## src/rtl/fsd_pkg.sv

```systemverilog
package fsd_pkg;

   localparam int RAW_W = 14;
   localparam int GAIN_W = 14;
   localparam int GAIN_FRAC = 11;
   localparam int OFS_W = 11;
   localparam int CLO_W = 10;
   localparam int CHI_W = 11;
   localparam int OUT_W = 11;
   localparam int MODE_W = 6;
   localparam int DATA_W = 16;
   localparam int ADDR_W = 4;
   localparam int TC_W = 8;
   localparam int FILT_FRAC = 8;

   // parameter memory map, one word per address
   localparam logic [3:0] A_MODE = 4'h0;
   localparam logic [3:0] A_TC = 4'h1;
   localparam logic [3:0] A_QUADRATIC_TEMP_COEFFICIENT = 4'h2;
   localparam logic [3:0] A_GAIN = 4'h3;
   localparam logic [3:0] A_OFS = 4'h4;
   localparam logic [3:0] A_CLO = 4'h5;
   localparam logic [3:0] A_CHI = 4'h6;
   localparam logic [3:0] A_LOCK = 4'h7;
   localparam logic [3:0] A_RAW = 4'h8;
   localparam logic [3:0] A_TRIM0 = 4'h9;
   localparam logic [3:0] A_LAST = 4'hb;

   // mode fields
   localparam int RANGE_LSB = 0;
   localparam int FILT_LSB = 3;

   // reset values before the power-up load
   localparam logic [5:0] MODE_RST = 6'h00;
   localparam logic [13:0] GAIN_RST = 14'h0800;
   localparam logic [10:0] OFS_RST = 11'h000;
   localparam logic [9:0] CLO_RST = 10'h000;
   localparam logic [10:0] CHI_RST = 11'h7ff;

   localparam logic [2:0] F_80 = 3'h0;
   localparam logic [2:0] F_160 = 3'h1;
   localparam logic [2:0] F_500 = 3'h2;
   localparam logic [2:0] F_1K = 3'h3;

   function automatic logic [2:0] filt_shift(input logic [2:0] f);
      unique case (f)
         F_80: filt_shift = 3'h7;
         F_160: filt_shift = 3'h6;
         F_500: filt_shift = 3'h5;
         F_1K: filt_shift = 3'h4;
         default: filt_shift = 3'h3;
      endcase
   endfunction : filt_shift

   function automatic logic [13:0] raw_max(input logic [2:0] f);
      unique case (f)
         F_80: raw_max = 14'h0f7f;
         F_160: raw_max = 14'h07c1;
         F_500: raw_max = 14'h14aa;
         F_1K: raw_max = 14'h0a55;
         default: raw_max = 14'h05e7;
      endcase
   endfunction : raw_max

   function automatic logic [13:0] raw_min(input logic [2:0] f);
      unique case (f)
         F_80: raw_min = 14'h3080;
         F_160: raw_min = 14'h383f;
         F_500: raw_min = 14'h2b54;
         F_1K: raw_min = 14'h35aa;
         default: raw_min = 14'h3a18;
      endcase
   endfunction : raw_min

endpackage : fsd_pkg

```

## src/rtl/stream_if.sv

```systemverilog
`timescale 1ns/1ps
interface stream_if #(parameter int W = 14);
   logic valid;
   logic ready;
   logic [W-1:0] data;
   modport src (output valid, output data, input ready);
   modport snk (input valid, input data, output ready);
endinterface : stream_if

```

## src/rtl/lp_filter.sv

```systemverilog
`timescale 1ns/1ps
module lp_filter (
   input wire logic ref_clk, // clock
   input wire logic rst_n, // synchronised reset
   input wire logic [2:0] filt_sel, // cutoff code
   input wire logic in_valid, // converter sample strobe
   input wire logic [fsd_pkg::RAW_W-1:0] in_data, // signed sample
   output logic in_ready, // sample taken
   stream_if.src flt // filtered stream
);
   localparam int AW = fsd_pkg::RAW_W + fsd_pkg::FILT_FRAC + 2;
   logic signed [AW-1:0] acc_q;
   logic signed [AW-1:0] x_ext;
   logic signed [AW-1:0] step;
   logic signed [AW-1:0] y_full;
   logic signed [fsd_pkg::RAW_W-1:0] hi;
   logic signed [fsd_pkg::RAW_W-1:0] lo;
   logic signed [fsd_pkg::RAW_W-1:0] y_sat;
   logic v_q;
   logic [fsd_pkg::RAW_W-1:0] d_q;

   assign in_ready = !v_q || flt.ready;
   assign x_ext = AW'(signed'(in_data)) <<< fsd_pkg::FILT_FRAC;
   assign step = (x_ext - acc_q) >>> fsd_pkg::filt_shift(filt_sel);
   assign y_full = (acc_q + step) >>> fsd_pkg::FILT_FRAC;
   assign hi = signed'(fsd_pkg::raw_max(filt_sel));
   assign lo = signed'(fsd_pkg::raw_min(filt_sel));

   // span depends on cutoff setting
   always_comb
   begin
      if (y_full > AW'(hi))
         y_sat = hi;
      else if (y_full < AW'(lo))
         y_sat = lo;
      else
         y_sat = y_full[fsd_pkg::RAW_W-1:0];
   end

   // first-order low pass on every sample
   always_ff @(posedge ref_clk or negedge rst_n)
   begin
      if (!rst_n)
         acc_q <= '0;
      else if (in_valid && in_ready)
         acc_q <= acc_q + step;
   end

   always_ff @(posedge ref_clk or negedge rst_n)
   begin
      if (!rst_n)
      begin
         v_q <= 1'b0;
         d_q <= '0;
      end
      else if (in_ready)
      begin
         v_q <= in_valid;
         if (in_valid)
            d_q <= y_sat;
      end
   end

   assign flt.valid = v_q;
   assign flt.data = d_q;
endmodule : lp_filter

```

## src/rtl/skid_buffer.sv

```systemverilog
`timescale 1ns/1ps
module skid_buffer #(
   parameter int W = 11,
   parameter int DEPTH = 2
) (
   input wire logic ref_clk, // clock
   input wire logic rst_n, // synchronised reset
   stream_if.snk wr, // filling side
   stream_if.src rd // draining side
);
   localparam int PW = $clog2(DEPTH);
   logic [W-1:0] mem [DEPTH];
   logic [PW-1:0] wp_q;
   logic [PW-1:0] rp_q;
   logic [PW:0] cnt_q;
   logic push;
   logic pop;

   assign wr.ready = (cnt_q != (PW+1)'(DEPTH));
   assign rd.valid = (cnt_q != '0);
   assign rd.data = mem[rp_q];
   assign push = wr.valid && wr.ready;
   assign pop = rd.valid && rd.ready;

   always_ff @(posedge ref_clk)
   begin
      if (push)
         mem[wp_q] <= wr.data;
   end

   always_ff @(posedge ref_clk or negedge rst_n)
   begin
      if (!rst_n)
      begin
         wp_q <= '0;
         rp_q <= '0;
         cnt_q <= '0;
      end
      else
      begin
         if (push)
            wp_q <= (wp_q == PW'(DEPTH-1)) ? '0 : wp_q + 1'b1;
         if (pop)
            rp_q <= (rp_q == PW'(DEPTH-1)) ? '0 : rp_q + 1'b1;
         cnt_q <= cnt_q + (PW+1)'(push) - (PW+1)'(pop);
      end
   end
endmodule : skid_buffer

```

## src/rtl/field_sensor_dsp_chain.sv

```systemverilog
`timescale 1ns/1ps
module field_sensor_dsp_chain (
   input wire logic ref_clk, // 100 MHz clock
   input wire logic arst_n, // async reset, power-on
   input wire logic adc_valid, // converter sample strobe
   input wire logic [13:0] adc_data, // signed field sample
   output logic adc_ready, // sample accepted
   output logic [2:0] adc_range_sel, // converter range code
   output logic [7:0] adc_range_mt, // range magnitude in mT
   output logic [7:0] tc_lin, // linear temp coefficient
   output logic [7:0] tc_quad, // quadratic temp coefficient
   output logic [47:0] trim_bus, // factory trims to analog
   output logic dac_valid, // output code valid
   output logic [10:0] dac_data, // output code, 0..vdd
   input wire logic dac_ready, // converter takes code
   output logic analog_drive_en, // analog output stage on
   input wire logic comm_active, // supply modulation seen
   input wire logic sel_pin, // output pin selection level
   input wire logic cmd_valid, // decoded command strobe
   input wire logic cmd_write, // 1 write, 0 read
   input wire logic [3:0] cmd_addr, // parameter address
   input wire logic [15:0] cmd_wdata, // write data
   output logic resp_valid, // response pulse
   output logic resp_ok, // command carried out
   output logic [15:0] resp_data, // read data
   output logic nvm_req, // memory access request
   output logic nvm_we, // memory access is write
   output logic [3:0] nvm_addr, // memory address
   output logic [15:0] nvm_wdata, // memory write data
   input wire logic nvm_ack, // memory access done
   input wire logic [15:0] nvm_rdata, // memory read data
   output logic lock_active // parameters frozen
);
   typedef enum logic [1:0] {
      ST_LOAD = 2'b00,
      ST_IDLE = 2'b01,
      ST_EXEC = 2'b10,
      ST_RESP = 2'b11
   } st_t;

   localparam int SW = 20;

   ////////////////////////////////////////////////////////////////////////
   // reset release and pin synchroniser
   logic [1:0] rst_sync_q;
   logic rst_n;
   logic [2:0] sel_sync_q;
   logic sel_q;

   always_ff @(posedge ref_clk or negedge arst_n)
   begin
      if (!arst_n)
         rst_sync_q <= 2'h0;
      else
         rst_sync_q <= {rst_sync_q[0], 1'b1};
   end
   assign rst_n = rst_sync_q[1];

   // selection level only counts once two late stages agree
   always_ff @(posedge ref_clk or negedge rst_n)
   begin
      if (!rst_n)
      begin
         sel_sync_q <= 3'h0;
         sel_q <= 1'b0;
      end
      else
      begin
         sel_sync_q <= {sel_sync_q[1:0], sel_pin};
         if (sel_sync_q[2] == sel_sync_q[1])
            sel_q <= sel_sync_q[2];
      end
   end

   ////////////////////////////////////////////////////////////////////////
   // parameter shadow registers
   st_t st_q;
   logic [3:0] ld_addr_q;
   logic [5:0] mode_q;
   logic [7:0] tc_q;
   logic [7:0] quadratic_temp_coefficient_q;
   logic [13:0] gain_q;
   logic [10:0] ofs_q;
   logic [9:0] clo_q;
   logic [10:0] chi_q;
   logic lock_stored_q;
   logic lock_active_q;
   logic [15:0] trim_q [3];
   logic [13:0] raw_q;
   logic [3:0] cur_addr;
   logic [15:0] cur_data;
   logic upd;
   logic [3:0] op_addr_q;
   logic [15:0] op_wdata_q;
   logic op_write_q;
   logic op_ok_q;
   logic [15:0] op_rdata_q;

   assign upd = nvm_req && nvm_ack;
   assign cur_addr = nvm_addr;
   assign cur_data = (st_q == ST_LOAD) ? nvm_rdata : op_wdata_q;

   // shadow copy taken at power-up load and on accepted writes
   always_ff @(posedge ref_clk or negedge rst_n)
   begin
      if (!rst_n)
      begin
         mode_q <= fsd_pkg::MODE_RST;
         tc_q <= '0;
         quadratic_temp_coefficient_q <= '0;
         gain_q <= fsd_pkg::GAIN_RST;
         ofs_q <= fsd_pkg::OFS_RST;
         clo_q <= fsd_pkg::CLO_RST;
         chi_q <= fsd_pkg::CHI_RST;
         lock_stored_q <= 1'b0;
      end
      else if (upd && (st_q == ST_LOAD || op_write_q))
      begin
         unique case (cur_addr)
            fsd_pkg::A_MODE: mode_q <= cur_data[5:0];
            fsd_pkg::A_TC: tc_q <= cur_data[7:0];
            fsd_pkg::A_QUADRATIC_TEMP_COEFFICIENT: quadratic_temp_coefficient_q <= cur_data[7:0];
            fsd_pkg::A_GAIN: gain_q <= cur_data[13:0];
            fsd_pkg::A_OFS: ofs_q <= cur_data[10:0];
            fsd_pkg::A_CLO: clo_q <= cur_data[9:0];
            fsd_pkg::A_CHI: chi_q <= cur_data[10:0];
            // sticky: a zero never clears it
            fsd_pkg::A_LOCK: lock_stored_q <= lock_stored_q | cur_data[0];
            default: ;
         endcase
      end
   end

   // trims only ever come from the load sequence
   generate
      for (genvar i = 0; i < 3; i++)
      begin : g_trim
         always_ff @(posedge ref_clk or negedge rst_n)
         begin
            if (!rst_n)
               trim_q[i] <= '0;
            else if (upd && st_q == ST_LOAD
                     && cur_addr == fsd_pkg::A_TRIM0 + 4'(i))
               trim_q[i] <= nvm_rdata;
         end
         assign trim_bus[16*i +: 16] = trim_q[i];
      end
   endgenerate

   ////////////////////////////////////////////////////////////////////////
   // load and command sequencer
   logic cmd_take;
   logic wr_allowed;

   // lock sampled only at the end of power-up load
   assign cmd_take = cmd_valid && sel_q && !lock_active_q;
   assign wr_allowed = (cmd_addr <= fsd_pkg::A_LOCK) && !lock_active_q;

   always_ff @(posedge ref_clk or negedge rst_n)
   begin
      if (!rst_n)
      begin
         st_q <= ST_LOAD;
         ld_addr_q <= '0;
         lock_active_q <= 1'b0;
         op_addr_q <= '0;
         op_wdata_q <= '0;
         op_write_q <= 1'b0;
         op_ok_q <= 1'b0;
      end
      else
      begin
         unique case (st_q)
            ST_LOAD:
            begin
               if (upd)
               begin
                  ld_addr_q <= ld_addr_q + 4'h1;
                  if (ld_addr_q == fsd_pkg::A_LAST)
                  begin
                     st_q <= ST_IDLE;
                     lock_active_q <= lock_stored_q
                        | (ld_addr_q == fsd_pkg::A_LOCK && nvm_rdata[0]);
                  end
               end
            end
            ST_IDLE:
            begin
               if (cmd_take)
               begin
                  op_addr_q <= cmd_addr;
                  op_wdata_q <= cmd_wdata;
                  op_write_q <= cmd_write && wr_allowed;
                  op_ok_q <= !cmd_write || wr_allowed;
                  // memory touched only for storable addresses
                  if ((cmd_write && wr_allowed)
                      || (!cmd_write && cmd_addr != fsd_pkg::A_RAW
                          && cmd_addr <= fsd_pkg::A_LAST))
                     st_q <= ST_EXEC;
                  else
                     st_q <= ST_RESP;
               end
            end
            ST_EXEC:
            begin
               if (upd)
                  st_q <= ST_RESP;
            end
            ST_RESP:
            begin
               op_write_q <= 1'b0;
               st_q <= ST_IDLE;
            end
         endcase
      end
   end

   // load still reads the lock word even after stored state is set
   assign nvm_req = (st_q == ST_LOAD) || (st_q == ST_EXEC);
   assign nvm_we = (st_q == ST_EXEC) && op_write_q;
   assign nvm_addr = (st_q == ST_LOAD) ? ld_addr_q : op_addr_q;
   assign nvm_wdata = op_wdata_q;

   always_ff @(posedge ref_clk or negedge rst_n)
   begin
      if (!rst_n)
         op_rdata_q <= '0;
      else if (st_q == ST_IDLE && cmd_take && cmd_addr == fsd_pkg::A_RAW)
         op_rdata_q <= {{2{raw_q[13]}}, raw_q};
      else if (st_q == ST_IDLE && cmd_take)
         op_rdata_q <= '0;
      else if (st_q == ST_EXEC && upd && !op_write_q)
         op_rdata_q <= nvm_rdata;
   end

   // response pulse follows the access
   always_ff @(posedge ref_clk or negedge rst_n)
   begin
      if (!rst_n)
      begin
         resp_valid <= 1'b0;
         resp_ok <= 1'b0;
         resp_data <= '0;
      end
      else
      begin
         resp_valid <= (st_q == ST_RESP);
         if (st_q == ST_RESP)
         begin
            resp_ok <= op_ok_q;
            resp_data <= op_rdata_q;
         end
      end
   end

   ////////////////////////////////////////////////////////////////////////
   // signal path
   stream_if #(.W(fsd_pkg::RAW_W)) flt ();
   stream_if #(.W(fsd_pkg::OUT_W)) res ();
   stream_if #(.W(fsd_pkg::OUT_W)) dac ();
   logic loaded;
   logic filt_in_ready;

   assign loaded = (st_q != ST_LOAD);
   assign adc_ready = filt_in_ready && loaded;

   lp_filter u_filter (
      .ref_clk(ref_clk),
      .rst_n(rst_n),
      .filt_sel(mode_q[fsd_pkg::FILT_LSB +: 3]),
      .in_valid(adc_valid && loaded),
      .in_data(adc_data),
      .in_ready(filt_in_ready),
      .flt(flt.src)
   );

   always_ff @(posedge ref_clk or negedge rst_n)
   begin
      if (!rst_n)
         raw_q <= '0;
      else if (flt.valid)
         raw_q <= flt.data;
   end

   logic signed [27:0] prod;
   logic signed [SW-1:0] scaled;
   logic signed [SW-1:0] sum;
   logic signed [15:0] sat;
   logic signed [15:0] lim;
   logic res_v_q;
   logic [10:0] res_d_q;

   localparam logic signed [15:0] SAT_HI = 16'h7fff;
   localparam logic signed [15:0] SAT_LO = 16'h8000;

   // sample is signed: north positive, south negative
   assign prod = signed'(flt.data) * signed'(gain_q);
   assign scaled = SW'(prod >>> fsd_pkg::GAIN_FRAC);
   // offset step is two output codes
   assign sum = scaled + (SW'(signed'(ofs_q)) <<< 1);

   always_comb
   begin
      if (sum > SW'(SAT_HI))
         sat = SAT_HI;
      else if (sum < SW'(SAT_LO))
         sat = SAT_LO;
      else
         sat = sum[15:0];
      // clamp low first; a high limit below it wins
      lim = sat;
      if (lim < signed'({6'h00, clo_q}))
         lim = signed'({6'h00, clo_q});
      if (lim > signed'({5'h00, chi_q}))
         lim = signed'({5'h00, chi_q});
   end

   // one register stage; stalls when buffer is full
   assign flt.ready = !res_v_q || res.ready;

   always_ff @(posedge ref_clk or negedge rst_n)
   begin
      if (!rst_n)
      begin
         res_v_q <= 1'b0;
         res_d_q <= '0;
      end
      else if (flt.ready)
      begin
         res_v_q <= flt.valid;
         if (flt.valid)
            res_d_q <= lim[10:0];
      end
   end

   assign res.valid = res_v_q;
   assign res.data = res_d_q;

   skid_buffer #(.W(fsd_pkg::OUT_W), .DEPTH(2)) u_buf (
      .ref_clk(ref_clk),
      .rst_n(rst_n),
      .wr(res.snk),
      .rd(dac.src)
   );

   assign dac_valid = dac.valid;
   assign dac_data = dac.data;
   assign dac.ready = dac_ready;

   ////////////////////////////////////////////////////////////////////////
   // configuration outputs
   always_comb
   begin
      unique case (mode_q[fsd_pkg::RANGE_LSB +: 3])
         3'h0: adc_range_mt = 8'h1e;
         3'h4: adc_range_mt = 8'h28;
         3'h5: adc_range_mt = 8'h3c;
         3'h1: adc_range_mt = 8'h4b;
         3'h6: adc_range_mt = 8'h50;
         3'h2: adc_range_mt = 8'h5a;
         3'h7: adc_range_mt = 8'h64;
         3'h3: adc_range_mt = 8'h96;
      endcase
   end

   assign adc_range_sel = mode_q[fsd_pkg::RANGE_LSB +: 3];
   assign tc_lin = tc_q;
   assign tc_quad = quadratic_temp_coefficient_q;
   assign lock_active = lock_active_q;
   // pin carries only digital answers while talking
   assign analog_drive_en = loaded && !comm_active && (st_q == ST_IDLE);

endmodule : field_sensor_dsp_chain

```

## config.mk

```make
export PLATFORM = sky130hd
export DESIGN_NAME = field_sensor_dsp_chain
export DESIGN_NICKNAME = d
export VERILOG_FILES = /design/src/rtl/fsd_pkg.sv /design/src/rtl/stream_if.sv /design/src/rtl/lp_filter.sv /design/src/rtl/skid_buffer.sv /design/src/rtl/field_sensor_dsp_chain.sv
export SDC_FILE = /design/constraint.sdc
export NUM_CORES = 1
export LEC_CHECK = 0
export ABC_CLOCK_PERIOD_IN_PS = 14800
export BUFFER_PORTS_ARGS = -buffer_cell sky130_fd_sc_hd__buf_2
export CORE_AREA = 2 2 200 202
export DETAILED_ROUTE_END_ITERATION = 8
export DIE_AREA = 0 0 202 204
export PLACE_DENSITY = 0.79
export SLEW_MARGIN = 20
export SYNTH_ARGS = -nofsm -noshare
export SYNTH_HDL_FRONTEND = slang
export SYNTH_SLANG_ARGS = --single-unit
```

## constraint.sdc

```tcl
create_clock -name ref_clk -period 14.8 [get_ports ref_clk]
set_clock_uncertainty 0.2 [all_clocks]
set_input_delay 1.48 -clock ref_clk [delete_from_list [all_inputs] [get_ports ref_clk]]
set_output_delay 1.48 -clock ref_clk [all_outputs]
set_load 0.01 [all_outputs]
```

* Yosys cells after proc, flatten, opt, wreduce, memory -nomap -nowiden
Memories as Yosys holds them, arrays and structs flattened. Index checks and enable logic that the tools add are counted.
Word-level totals: word-level logic and storage cells 167, memories 2, bits of input ports 59, bits in writable memories 22, register bits 255, bits in read-only memories 64, output and inout port bits 130
Cells by class: magnitude comparators 8, bitwise gates (word level) 2, reductions and logical operators 59, shift-type cells 1, muxes and demuxes 26, multipliers 1, $add $sub $neg 8, eq/ne operators 26
Memory list:
- (no name shown) | depth 8, width 8, rd ports 1, clocked after memory_dff 0, write ports 0, RTL line field_sensor_dsp_chain.sv:354 | unique case (mode_q[fsd_pkg::RANGE_LSB +: 3])
- u_buf.mem | depth 2, width 11, rd ports 1, clocked after memory_dff 0, write ports 1, RTL line skid_buffer.sv:12 | logic [W-1:0] mem [DEPTH];
Operators with widths (count):
- 13-bit case mux with 4 select lines | 2
- 16-bit 2-to-1 mux | 6
- 14-bit 2-to-1 mux | 3
- 14-bit by 14-bit multiplier with 28-bit output | 1
- 2-bit AND reduction | 13
- 1-bit logical AND | 25
- 24-bit adder | 1
- 24-bit by 3-bit >>> shifter with 24-bit output | 1
- 22-bit by 24-bit subtractor with 24-bit output | 1
- 4-bit by 3-bit equality test with 1-bit output, second input constant | 5
- 4-bit equality test, second input constant | 5
- 17-bit by 12-bit adder with 18-bit output | 1
- 18-bit by 16-bit greater-than comparator with 1-bit output, second input constant | 1
- 18-bit by 16-bit less-than comparator with 1-bit output, second input constant | 1
- 16-bit by 12-bit greater-than comparator with 1-bit output | 1
- 16-bit by 14-bit greater-than comparator with 1-bit output | 1
- 16-bit by 11-bit less-than comparator with 1-bit output | 1
- 16-bit by 14-bit less-than comparator with 1-bit output | 1
- 3-bit case mux with 4 select lines | 1
- 11-bit 2-to-1 mux | 1
- 2-bit != test, second input constant | 5
- 4-bit by 2-bit equality test with 1-bit output, second input constant | 2
- 2-bit 2-to-1 mux | 4
- 2-bit case mux with 4 select lines | 1
- other kinds (26) | 47

* Logic depth before layout (Yosys ltp)
Gate-level depths: netlist (run 1).
depth after elaboration 9, gate-level depth with buffers 54

* Cells and area by module
A second synthesis (run 1) with hierarchy kept.
Second synthesis, totals: cell total of the unflattened synthesis 2419, area total of the unflattened synthesis 23457.5 sq um
By module, submodules not included:
- field_sensor_dsp_chain | area each 17341.6 sq um, cells an instance 1692, times used 1
- lp_filter | area each 5107.4 sq um, cells an instance 671, times used 1
- skid_buffer | area each 1008.5 sq um, cells an instance 56, times used 1

* Worst setup path before layout (run 1)
OpenSTA, ideal clock, no wires.
path type register to register, start point reg u_filter.d_q (netlist bit u_filter.flt.data[5]), end point reg res_d_q[1] (netlist: res.data[1]), clock period less this slack 11.983 ns, required time 14.474 ns, path slack 2.817 ns, cell stages (with the launch flop) 53, arrival 11.657 ns, library setup time 0.126 ns, cells stage by stage dfrtp_1 > clkbuf_1 > and2_1 > fa_1 > inv_1 > fa_1 > inv_1 > fa_1 > inv_1 > fa_1 > inv_1 > fa_1 > fa_1 > ha_1 > o21a_1 > o21a_1 > o21a_1 > o2111ai_1 > [17 not listed] > nor2b_1 > o21ai_0 > nand3b_1 > nor4b_1 > nand2_1 > o21ai_0 > ha_1 > clkbuf_1 > mux2_2 > ha_1 > o21a_1 > o21a_1 > o41ai_1 > a21o_1 > o211a_1 > clkbuf_1 > nor4_1 > a221o_1
On the way: longest elaborated chain between the ends 9, elaborated cells on any way between the ends 10, classes of those cells add/sub (1); mul (1); order compare (4); mux (4)
Ends and longest elaborated chain:
- start, declared | RTL line lp_filter.sv:20 | logic [fsd_pkg::RAW_W-1:0] d_q;
- start signal, assigned | RTL line lp_filter.sv:60 | d_q <= y_sat;
- 14-bit by 14-bit multiplier with 28-bit output * | RTL line field_sensor_dsp_chain.sv:297 | assign prod = signed'(flt.data) * signed'(gain_q);
- 17-bit by 12-bit adder with 18-bit output * | RTL line field_sensor_dsp_chain.sv:300 | assign sum = scaled + (SW'(signed'(ofs_q)) <<< 1);
- 18-bit by 16-bit less-than comparator with 1-bit output | RTL line field_sensor_dsp_chain.sv:306 | else if (sum < SW'(SAT_LO))
- 16-bit 2-to-1 mux | RTL line field_sensor_dsp_chain.sv:306
- 16-bit 2-to-1 mux * | RTL line field_sensor_dsp_chain.sv:304 | if (sum > SW'(SAT_HI))
- 16-bit by 11-bit less-than comparator with 1-bit output | RTL line field_sensor_dsp_chain.sv:312 | if (lim < signed'({6'h00, clo_q}))
- 16-bit 2-to-1 mux * | RTL line field_sensor_dsp_chain.sv:312
- 16-bit by 12-bit greater-than comparator with 1-bit output | RTL line field_sensor_dsp_chain.sv:314 | if (lim > signed'({5'h00, chi_q}))
- 11-bit 2-to-1 mux * | RTL line field_sensor_dsp_chain.sv:314
- end signal, assigned | RTL line field_sensor_dsp_chain.sv:332 | res_d_q <= lim[10:0];
- end, declared | RTL line field_sensor_dsp_chain.sv:291 | logic [10:0] res_d_q;
Mark *: on every way between the ends. The rest lies on a longest branch, timed or not. A chain may end at the register's enable or synchronous reset.

* Worst setup path in the final report (run 1)
start point reg u_filter.d_q (netlist bit u_filter.flt.data[1]), end point reg res_d_q[2] (netlist: res.data[2])
Same word-level chain as after synthesis.

==> flow_metrics.py, run 1 <==
metrics = {
    "run_status": {
        "result_of_the_run": "finished, final reports clean",
    },
    "die": {
        "floorplan.die.height_um": 204,
        "design.die.area_um2": 41210,
        "std_cell_rows": 73,
        "design.portCount": 189,
        "floorplan.initialDensity_pct": 59.23,
        "fp.dieW_um": 202,
        "area_of_the_core_um2": 39180,
    },
    "clock_network": {
        "cts.repair.resized": 0,
        "clock_insertion_delay_worst_skew_ns": 0.61,
        "cts_hold_repair.buffers": 0,
        "htreeDepth": 1,
        "cts_root_buffer": "sky130_fd_sc_hd__clkbuf_16",
        "postCtsSetupBuffers": 0,
        "path_clk_slew_ns": 0.07,
        "clock_sink_count": 277,
        "tritoncts": "done",
        "cts-buffers-inserted": 30,
        "ctsLongestPathBuffers": 3,
    },
    "drt": {
        "vias_post_dr": 17890,
        "routed_via_density": 5.829,
        "final_antenna_net_count": 0,
        "wire_per_inst_um": 19.82,
        "drt_wl_total_mm": 60.83,
        "detail_route.first_pass.iterations": 5,
        "remaining_drc_errors": 0,
        "drtIter0Drc": 1265,
    },
    "grt": {
        "grt_pass1_wl_mm": 97.08,
        "grt_overflow_total": 0,
        "via_count_of_the_first_global_routing_pass": 18340,
        "grt_max_degree": 83,
        "grt_antenna_before_repair": 0,
        "gr-usage-all-layers_pct": 29.60,
    },
    "layout": {
        "most_common_cell_after_layout_fill_and_taps_aside": "sky130_fd_sc_hd__inv_1",
        "layout.cells.most_common_list": "sky130_fd_sc_hd__inv_1 (307), sky130_fd_sc_hd__dfrtp_1 (242), sky130_fd_sc_hd__fa_1 (196), sky130_fd_sc_hd__buf_2 (188), sky130_fd_sc_hd__nand2_1 (186)",
        "num-nets-final": 2951,
        "drive_above_1_share_pct": 16.55,
        "fillers": 3056,
        "synthToLayoutAreaGrowth_pct": 10.40,
        "post-route-cell-area_um2": 25620,
        "num_antenna_cells": 0,
    },
    "sta": {
        "max-slew-margin-rel_pct": 29.51,
        "final-hold-violation-count": 0,
        "setup_total_negative_slack_ns": 0,
        "worst_slew_pin_slew_ns": 1.028,
        "rsz_0062_raised_after_global_routing": "false",
        "final.setup.worst_slack_ns": 1.005,
        "finalSetupViolations": 0,
        "hold_slack_ns": 0.1026,
        "period_utilization_post_route_pct": 93.21,
        "max_fclk_mhz": 72.49,
        "timing.final.max_slew_violations": 0,
        "period_needed_ns": 13.80,
    },
    "yosys": {
        "mappedNetlistArea_um2": 23210,
        "number_of_nets_produced_by_synthesis": 2804,
        "synthCells": 2374,
        "synth_edf_count": 22,
        "async_set_reset_flop_share_out_of_synthesis_pct": 92.06,
        "yosys_register_bits": 277,
        "synth.distinct_cells": 79,
        "synth.yosys.seq_area_share_pct": 30.40,
        "synthesis.yosys.warnings": 0,
        "synth.avg_cell_area_um2": 9.777,
        "predominant_post_synthesis_flop_cell": "sky130_fd_sc_hd__dfrtp_1",
    },
    "min_path": {
        "min-delay-path-class": "reg -> async",
    },
    "job": {
        "max_cap_violations": 0,
    },
    "worst_setup_path": {
        "crit_path_max_incr_delay_ns": 0.78,
        "worst-setup-path-type": "reg -> reg",
        "worst_r2r_startpoint": "u_filter.flt.data[1]",
        "critPathSlowestCell": "sky130_fd_sc_hd__dfrtp_1",
        "crit_top_cell": "sky130_fd_sc_hd__fa_1",
        "worst_ep_arrival_time_ns": 14.08,
        "crit-reg2reg-capture": "res.data[2]",
        "worst_r2r_path_depth": 48,
        "reg2reg_slack_ns": 1.00,
        "startpoint_type_of_the_worst_setup_path": "flip-flop",
        "worst_setup_path_end_kind": "flip-flop",
        "required_time_at_the_worst_slack_endpoint_ns": 15.09,
        "worstPathMaxFanout": 16,
    },
    "placed_design": {
        "placed_area_um2": 24590,
        "port_buffers": 188,
        "detailedPlace.worstSlack_ns": 1.217,
        "detailed_place_hpwl_mm": 46.91,
        "globalplace.congestion": 0.9511,
    },
}
routing by layer:
layer / vias up / wire [um] / GRT usage (%)
met5: - / 0 / 0
met1: 8832 / 25170 / 38.55
li1: 8262 / - / -
met3: 147 / 3853 / 4.879
met2: 648 / 29730 / 50.55
met4: 0 / 2079 / 9.979
stage by stage:
stage	util, %	std cells
2_1_floorplan	-	2374
3_3_place_gp	62.75	3013
3_5_place_dp	62.75	3013
4_1_cts	65.28	3068
5_1_grt	65.39	3069
6_report	65.39	3069
logic make-up (layout without fill, tap and decap cells):
family | after synthesis | after routing | synth area share [%]
multiplexers | 168 | 168 | 7.935
buffers and inverters | 399 | 569 | 6.555
AO/OA/AOI/OAI | 479 | 479 | 13.35
other | 1 | 1 | 0.01616
adder cells (fa/ha/maj) | 372 | 372 | 26.38
XOR/XNOR | 85 | 85 | 3.240
flip-flops | 277 | 277 | 30.40
AND/OR/NAND/NOR | 593 | 593 | 12.12
worst max-delay path: cells and delay by family, from the launching register on:
family | cells | cell delay, ns
adder cells (fa/ha/maj) | 11 | 4.98
multiplexers | 1 | 0.41
AO/OA/AOI/OAI | 23 | 5.46
AND/OR/NAND/NOR | 9 | 1.58
buffers and inverters | 3 | 0.15
XOR/XNOR | 1 | 0.11
flip-flops | 1 | 0.78
worst max-delay path by stage:
stage | slack [ns] | depth (start not counted) | end | start
floorplan | 2.82 | 52 | res.data[1] | u_filter.flt.data[5]
CTS | 1.13 | 48 | res.data[2] | u_filter.flt.data[0]
global placement | 1.74 | 47 | res.data[1] | u_filter.flt.data[0]
finish | 1.00 | 48 | res.data[2] | u_filter.flt.data[1]
detailed placement | 1.22 | 48 | res.data[1] | u_filter.flt.data[0]
global route | 0.1 | 49 | res.data[1] | gain_q[13]
final cells by class:
cell class                      instances  area (um^2)  share of cell area [%]
Multi-Input combinational cell       1698        14660                   57.21
Sequential cell                       277         7061                   27.56
Inverter                              308         1156                   4.512
Timing Repair Buffer                  206         1100                   4.292
Clock buffer                           44        843.3                   3.291
Tap cell                              525        656.9                   2.564
Clock inverter                         11        146.4                  0.5713
sequential cells by signal (all words and copies together), names as in the netlist, 11 cells and up:
signal             flops
chi_q                 11
gain_q                14
nvm_wdata             16
ofs_q                 11
op_rdata_q            16
raw_q                 14
res.data              11
resp_data             16
trim_bus              48
u_buf.mem             22
u_filter.acc_q        24
u_filter.flt.data     14
cell usage after synthesis (22+ instances only):
library cell               instances  area share, %
sky130_fd_sc_hd__mux2_2          128            6.2
sky130_fd_sc_hd__and2_1          113            3.0
sky130_fd_sc_hd__nor2_1          181            2.9
sky130_fd_sc_hd__clkbuf_1         76            1.2
sky130_fd_sc_hd__inv_1           307            5.0
sky130_fd_sc_hd__xnor2_1          58            2.2
sky130_fd_sc_hd__dfrtp_1         243             26
sky130_fd_sc_hd__ha_1            175            9.4
sky130_fd_sc_hd__a21oi_1         160            3.5
sky130_fd_sc_hd__a21o_1           37            1.2
sky130_fd_sc_hd__xor2_1           26           0.98
sky130_fd_sc_hd__edfxtp_1         22            2.8
sky130_fd_sc_hd__nand2_1         187            3.0
sky130_fd_sc_hd__o21ai_0          99            2.1
sky130_fd_sc_hd__mux2i_1          40            1.7
sky130_fd_sc_hd__fa_1            196             17
Power of run 1 is left out: the tool's default activity adds up to more than one toggle a clock period on the data nets, which glitch-free logic cannot reach.
==> inputs of run 2 (changes only) <==
--- a/config.mk
+++ b/config.mk
@@ -10,6 +10,7 @@
 export CORE_AREA = 2 2 200 202
 export DETAILED_ROUTE_END_ITERATION = 8
 export DIE_AREA = 0 0 202 204
+export MAX_ROUTING_LAYER = met4
 export PLACE_DENSITY = 0.79
 export SLEW_MARGIN = 20
 export SYNTH_ARGS = -nofsm -noshare
==> run 2 against run 1 <==
Flip-flop and latch count unchanged. Design area about the same. Global-route usage up 1.1 points. Worst setup slack better by 0.19 ns. Hold slack better by 0.053 ns. Critical path type unchanged. Cell count about the same. Wire length up 0.47%. Non-clock buffer count down 1.
==> flow_metrics.py, run 2 (synthesis results as in run 1) <==
metrics = {
    "layout": {
        "num-nets-final": 2950,
        "most_common_cell_after_layout_fill_and_taps_aside": "sky130_fd_sc_hd__inv_1",
        "seqCellArea_um2": 7061,
        "synthToLayoutAreaGrowth_pct": 10.36,
        "fillers": 3080,
        "drive_above_1_share_pct": 16.67,
        "multi_input_area_um2": 14660,
        "finish.utilization_pct": 65.37,
        "layout.cells.most_common_list": "sky130_fd_sc_hd__inv_1 (307), sky130_fd_sc_hd__dfrtp_1 (242), sky130_fd_sc_hd__fa_1 (196), sky130_fd_sc_hd__buf_2 (188), sky130_fd_sc_hd__nand2_1 (186)",
        "num_antenna_cells": 0,
        "largest_register_ffs": 48,
    },
    "grt": {
        "gr-usage-all-layers_pct": 30.73,
        "grt_pass1_wl_mm": 98.19,
        "grt_overflow_total": 0,
        "via_count_of_the_first_global_routing_pass": 18470,
        "grt_antenna_before_repair": 0,
        "grt_max_degree": 73,
    },
    "worst_setup_path": {
        "critPathSlowestCell": "sky130_fd_sc_hd__a2111oi_0",
        "required_time_at_the_worst_slack_endpoint_ns": 15.10,
        "crit_top_cell": "sky130_fd_sc_hd__fa_1",
        "worstPathMaxFanout": 15,
        "worst_ep_arrival_time_ns": 13.90,
        "worst_setup_path_end_kind": "flip-flop",
        "critical_path_buf_inv_count": 4,
        "critical_path.top_delay_family": "compound AO/OA/AOI/OAI gates",
        "worst-setup-path-type": "reg -> reg",
        "crit_path_max_incr_delay_ns": 0.77,
        "startpoint_type_of_the_worst_setup_path": "flip-flop",
    },
    "die": {
        "floorplan.initialDensity_pct": 59.23,
        "fp.dieW_um": 202,
        "area_of_the_core_um2": 39180,
        "design.die.area_um2": 41210,
        "std_cell_rows": 73,
        "design.portCount": 189,
        "floorplan.die.height_um": 204,
    },
    "clock_network": {
        "clock_sink_count": 277,
        "path_clk_slew_ns": 0.07,
        "cts-buffers-inserted": 30,
        "cts_hold_repair.buffers": 0,
        "ctsLongestPathBuffers": 3,
        "cts_root_buffer": "sky130_fd_sc_hd__clkbuf_16",
        "clock_insertion_delay_worst_skew_ns": 0.59,
        "postCtsSetupBuffers": 0,
        "cts.repair.resized": 0,
        "htreeDepth": 1,
        "tritoncts": "done",
    },
    "drt": {
        "wire_per_inst_um": 19.92,
        "drt_wl_total_mm": 61.11,
        "routed_via_density": 5.853,
        "detail_route.first_pass.iterations": 7,
        "remaining_drc_errors": 0,
        "final_antenna_net_count": 0,
        "vias_post_dr": 17960,
        "drtIter0Drc": 1183,
    },
    "sta": {
        "max-slew-margin-rel_pct": 19.29,
        "setup_total_negative_slack_ns": 0,
        "timing.final.max_slew_violations": 0,
        "final.setup.worst_slack_ns": 1.192,
        "rsz_0062_raised_after_global_routing": "false",
        "period_utilization_post_route_pct": 91.95,
        "period_needed_ns": 13.61,
        "worst_slew_pin_slew_ns": 1.177,
        "hold_slack_ns": 0.1561,
        "final-hold-violation-count": 0,
        "max_fclk_mhz": 73.48,
        "finalSetupViolations": 0,
    },
    "run_status": {
        "result_of_the_run": "finished, final reports clean",
    },
    "job": {
        "max_cap_violations": 0,
    },
    "placed_design": {
        "detailed_place_hpwl_mm": 47.53,
        "port_buffers": 188,
        "detailedPlace.worstSlack_ns": 1.388,
        "globalplace.congestion": 0.9262,
    },
    "min_path": {
        "min-delay-path-class": "reg -> reg",
    },
}
run 2: cell types whose count changed in the layout (fill, tap and decap cells not counted), sizes merged:
cell	before	now
bufinv	2	1
clkbuf	44	43
buf	206	205
clkinvlp	2	4
run 2: layout make-up:
type,count,area share [%]
Inverter,308,4.514
Clock inverter,12,0.5276
Sequential cell,277,27.57
Timing Repair Buffer,205,4.172
Clock buffer,43,3.434
Multi-Input combinational cell,1698,57.22
Tap cell,525,2.565
run 2: per-layer routing:
metal / global-route usage [%] / routed length, um
met2: 52.36 / 30460
met4: 8.377 / 1719
met1: 39.31 / 25710
met3: 3.380 / 3221
met5: - / 0
run 2: per-stage QoR:
stage	std cells	instance area, um^2
floorplan	2374	23210
global placement	3013	24590
detailed placement	3013	24590
CTS	3068	25600
global route	3068	25610
finish	3068	25610
run 2: worst paths after layout:
path,slack (ns),endpoint,start,cells past startpoint
setup / recovery,1.19,res.data[2],u_filter.flt.data[0],47
hold reg to reg,0.16,sel_sync_q[1],sel_sync_q[0],0
setup reg to reg,1.19,res.data[2],u_filter.flt.data[0],47
hold / removal,0.16,sel_sync_q[1],sel_sync_q[0],0
max in group asynchronous,11.97,ofs_q[6],rst_sync_q[1],2
min in group asynchronous,0.20,resp_ok,rst_sync_q[1],0
Power of run 2 is left out for the same reason.
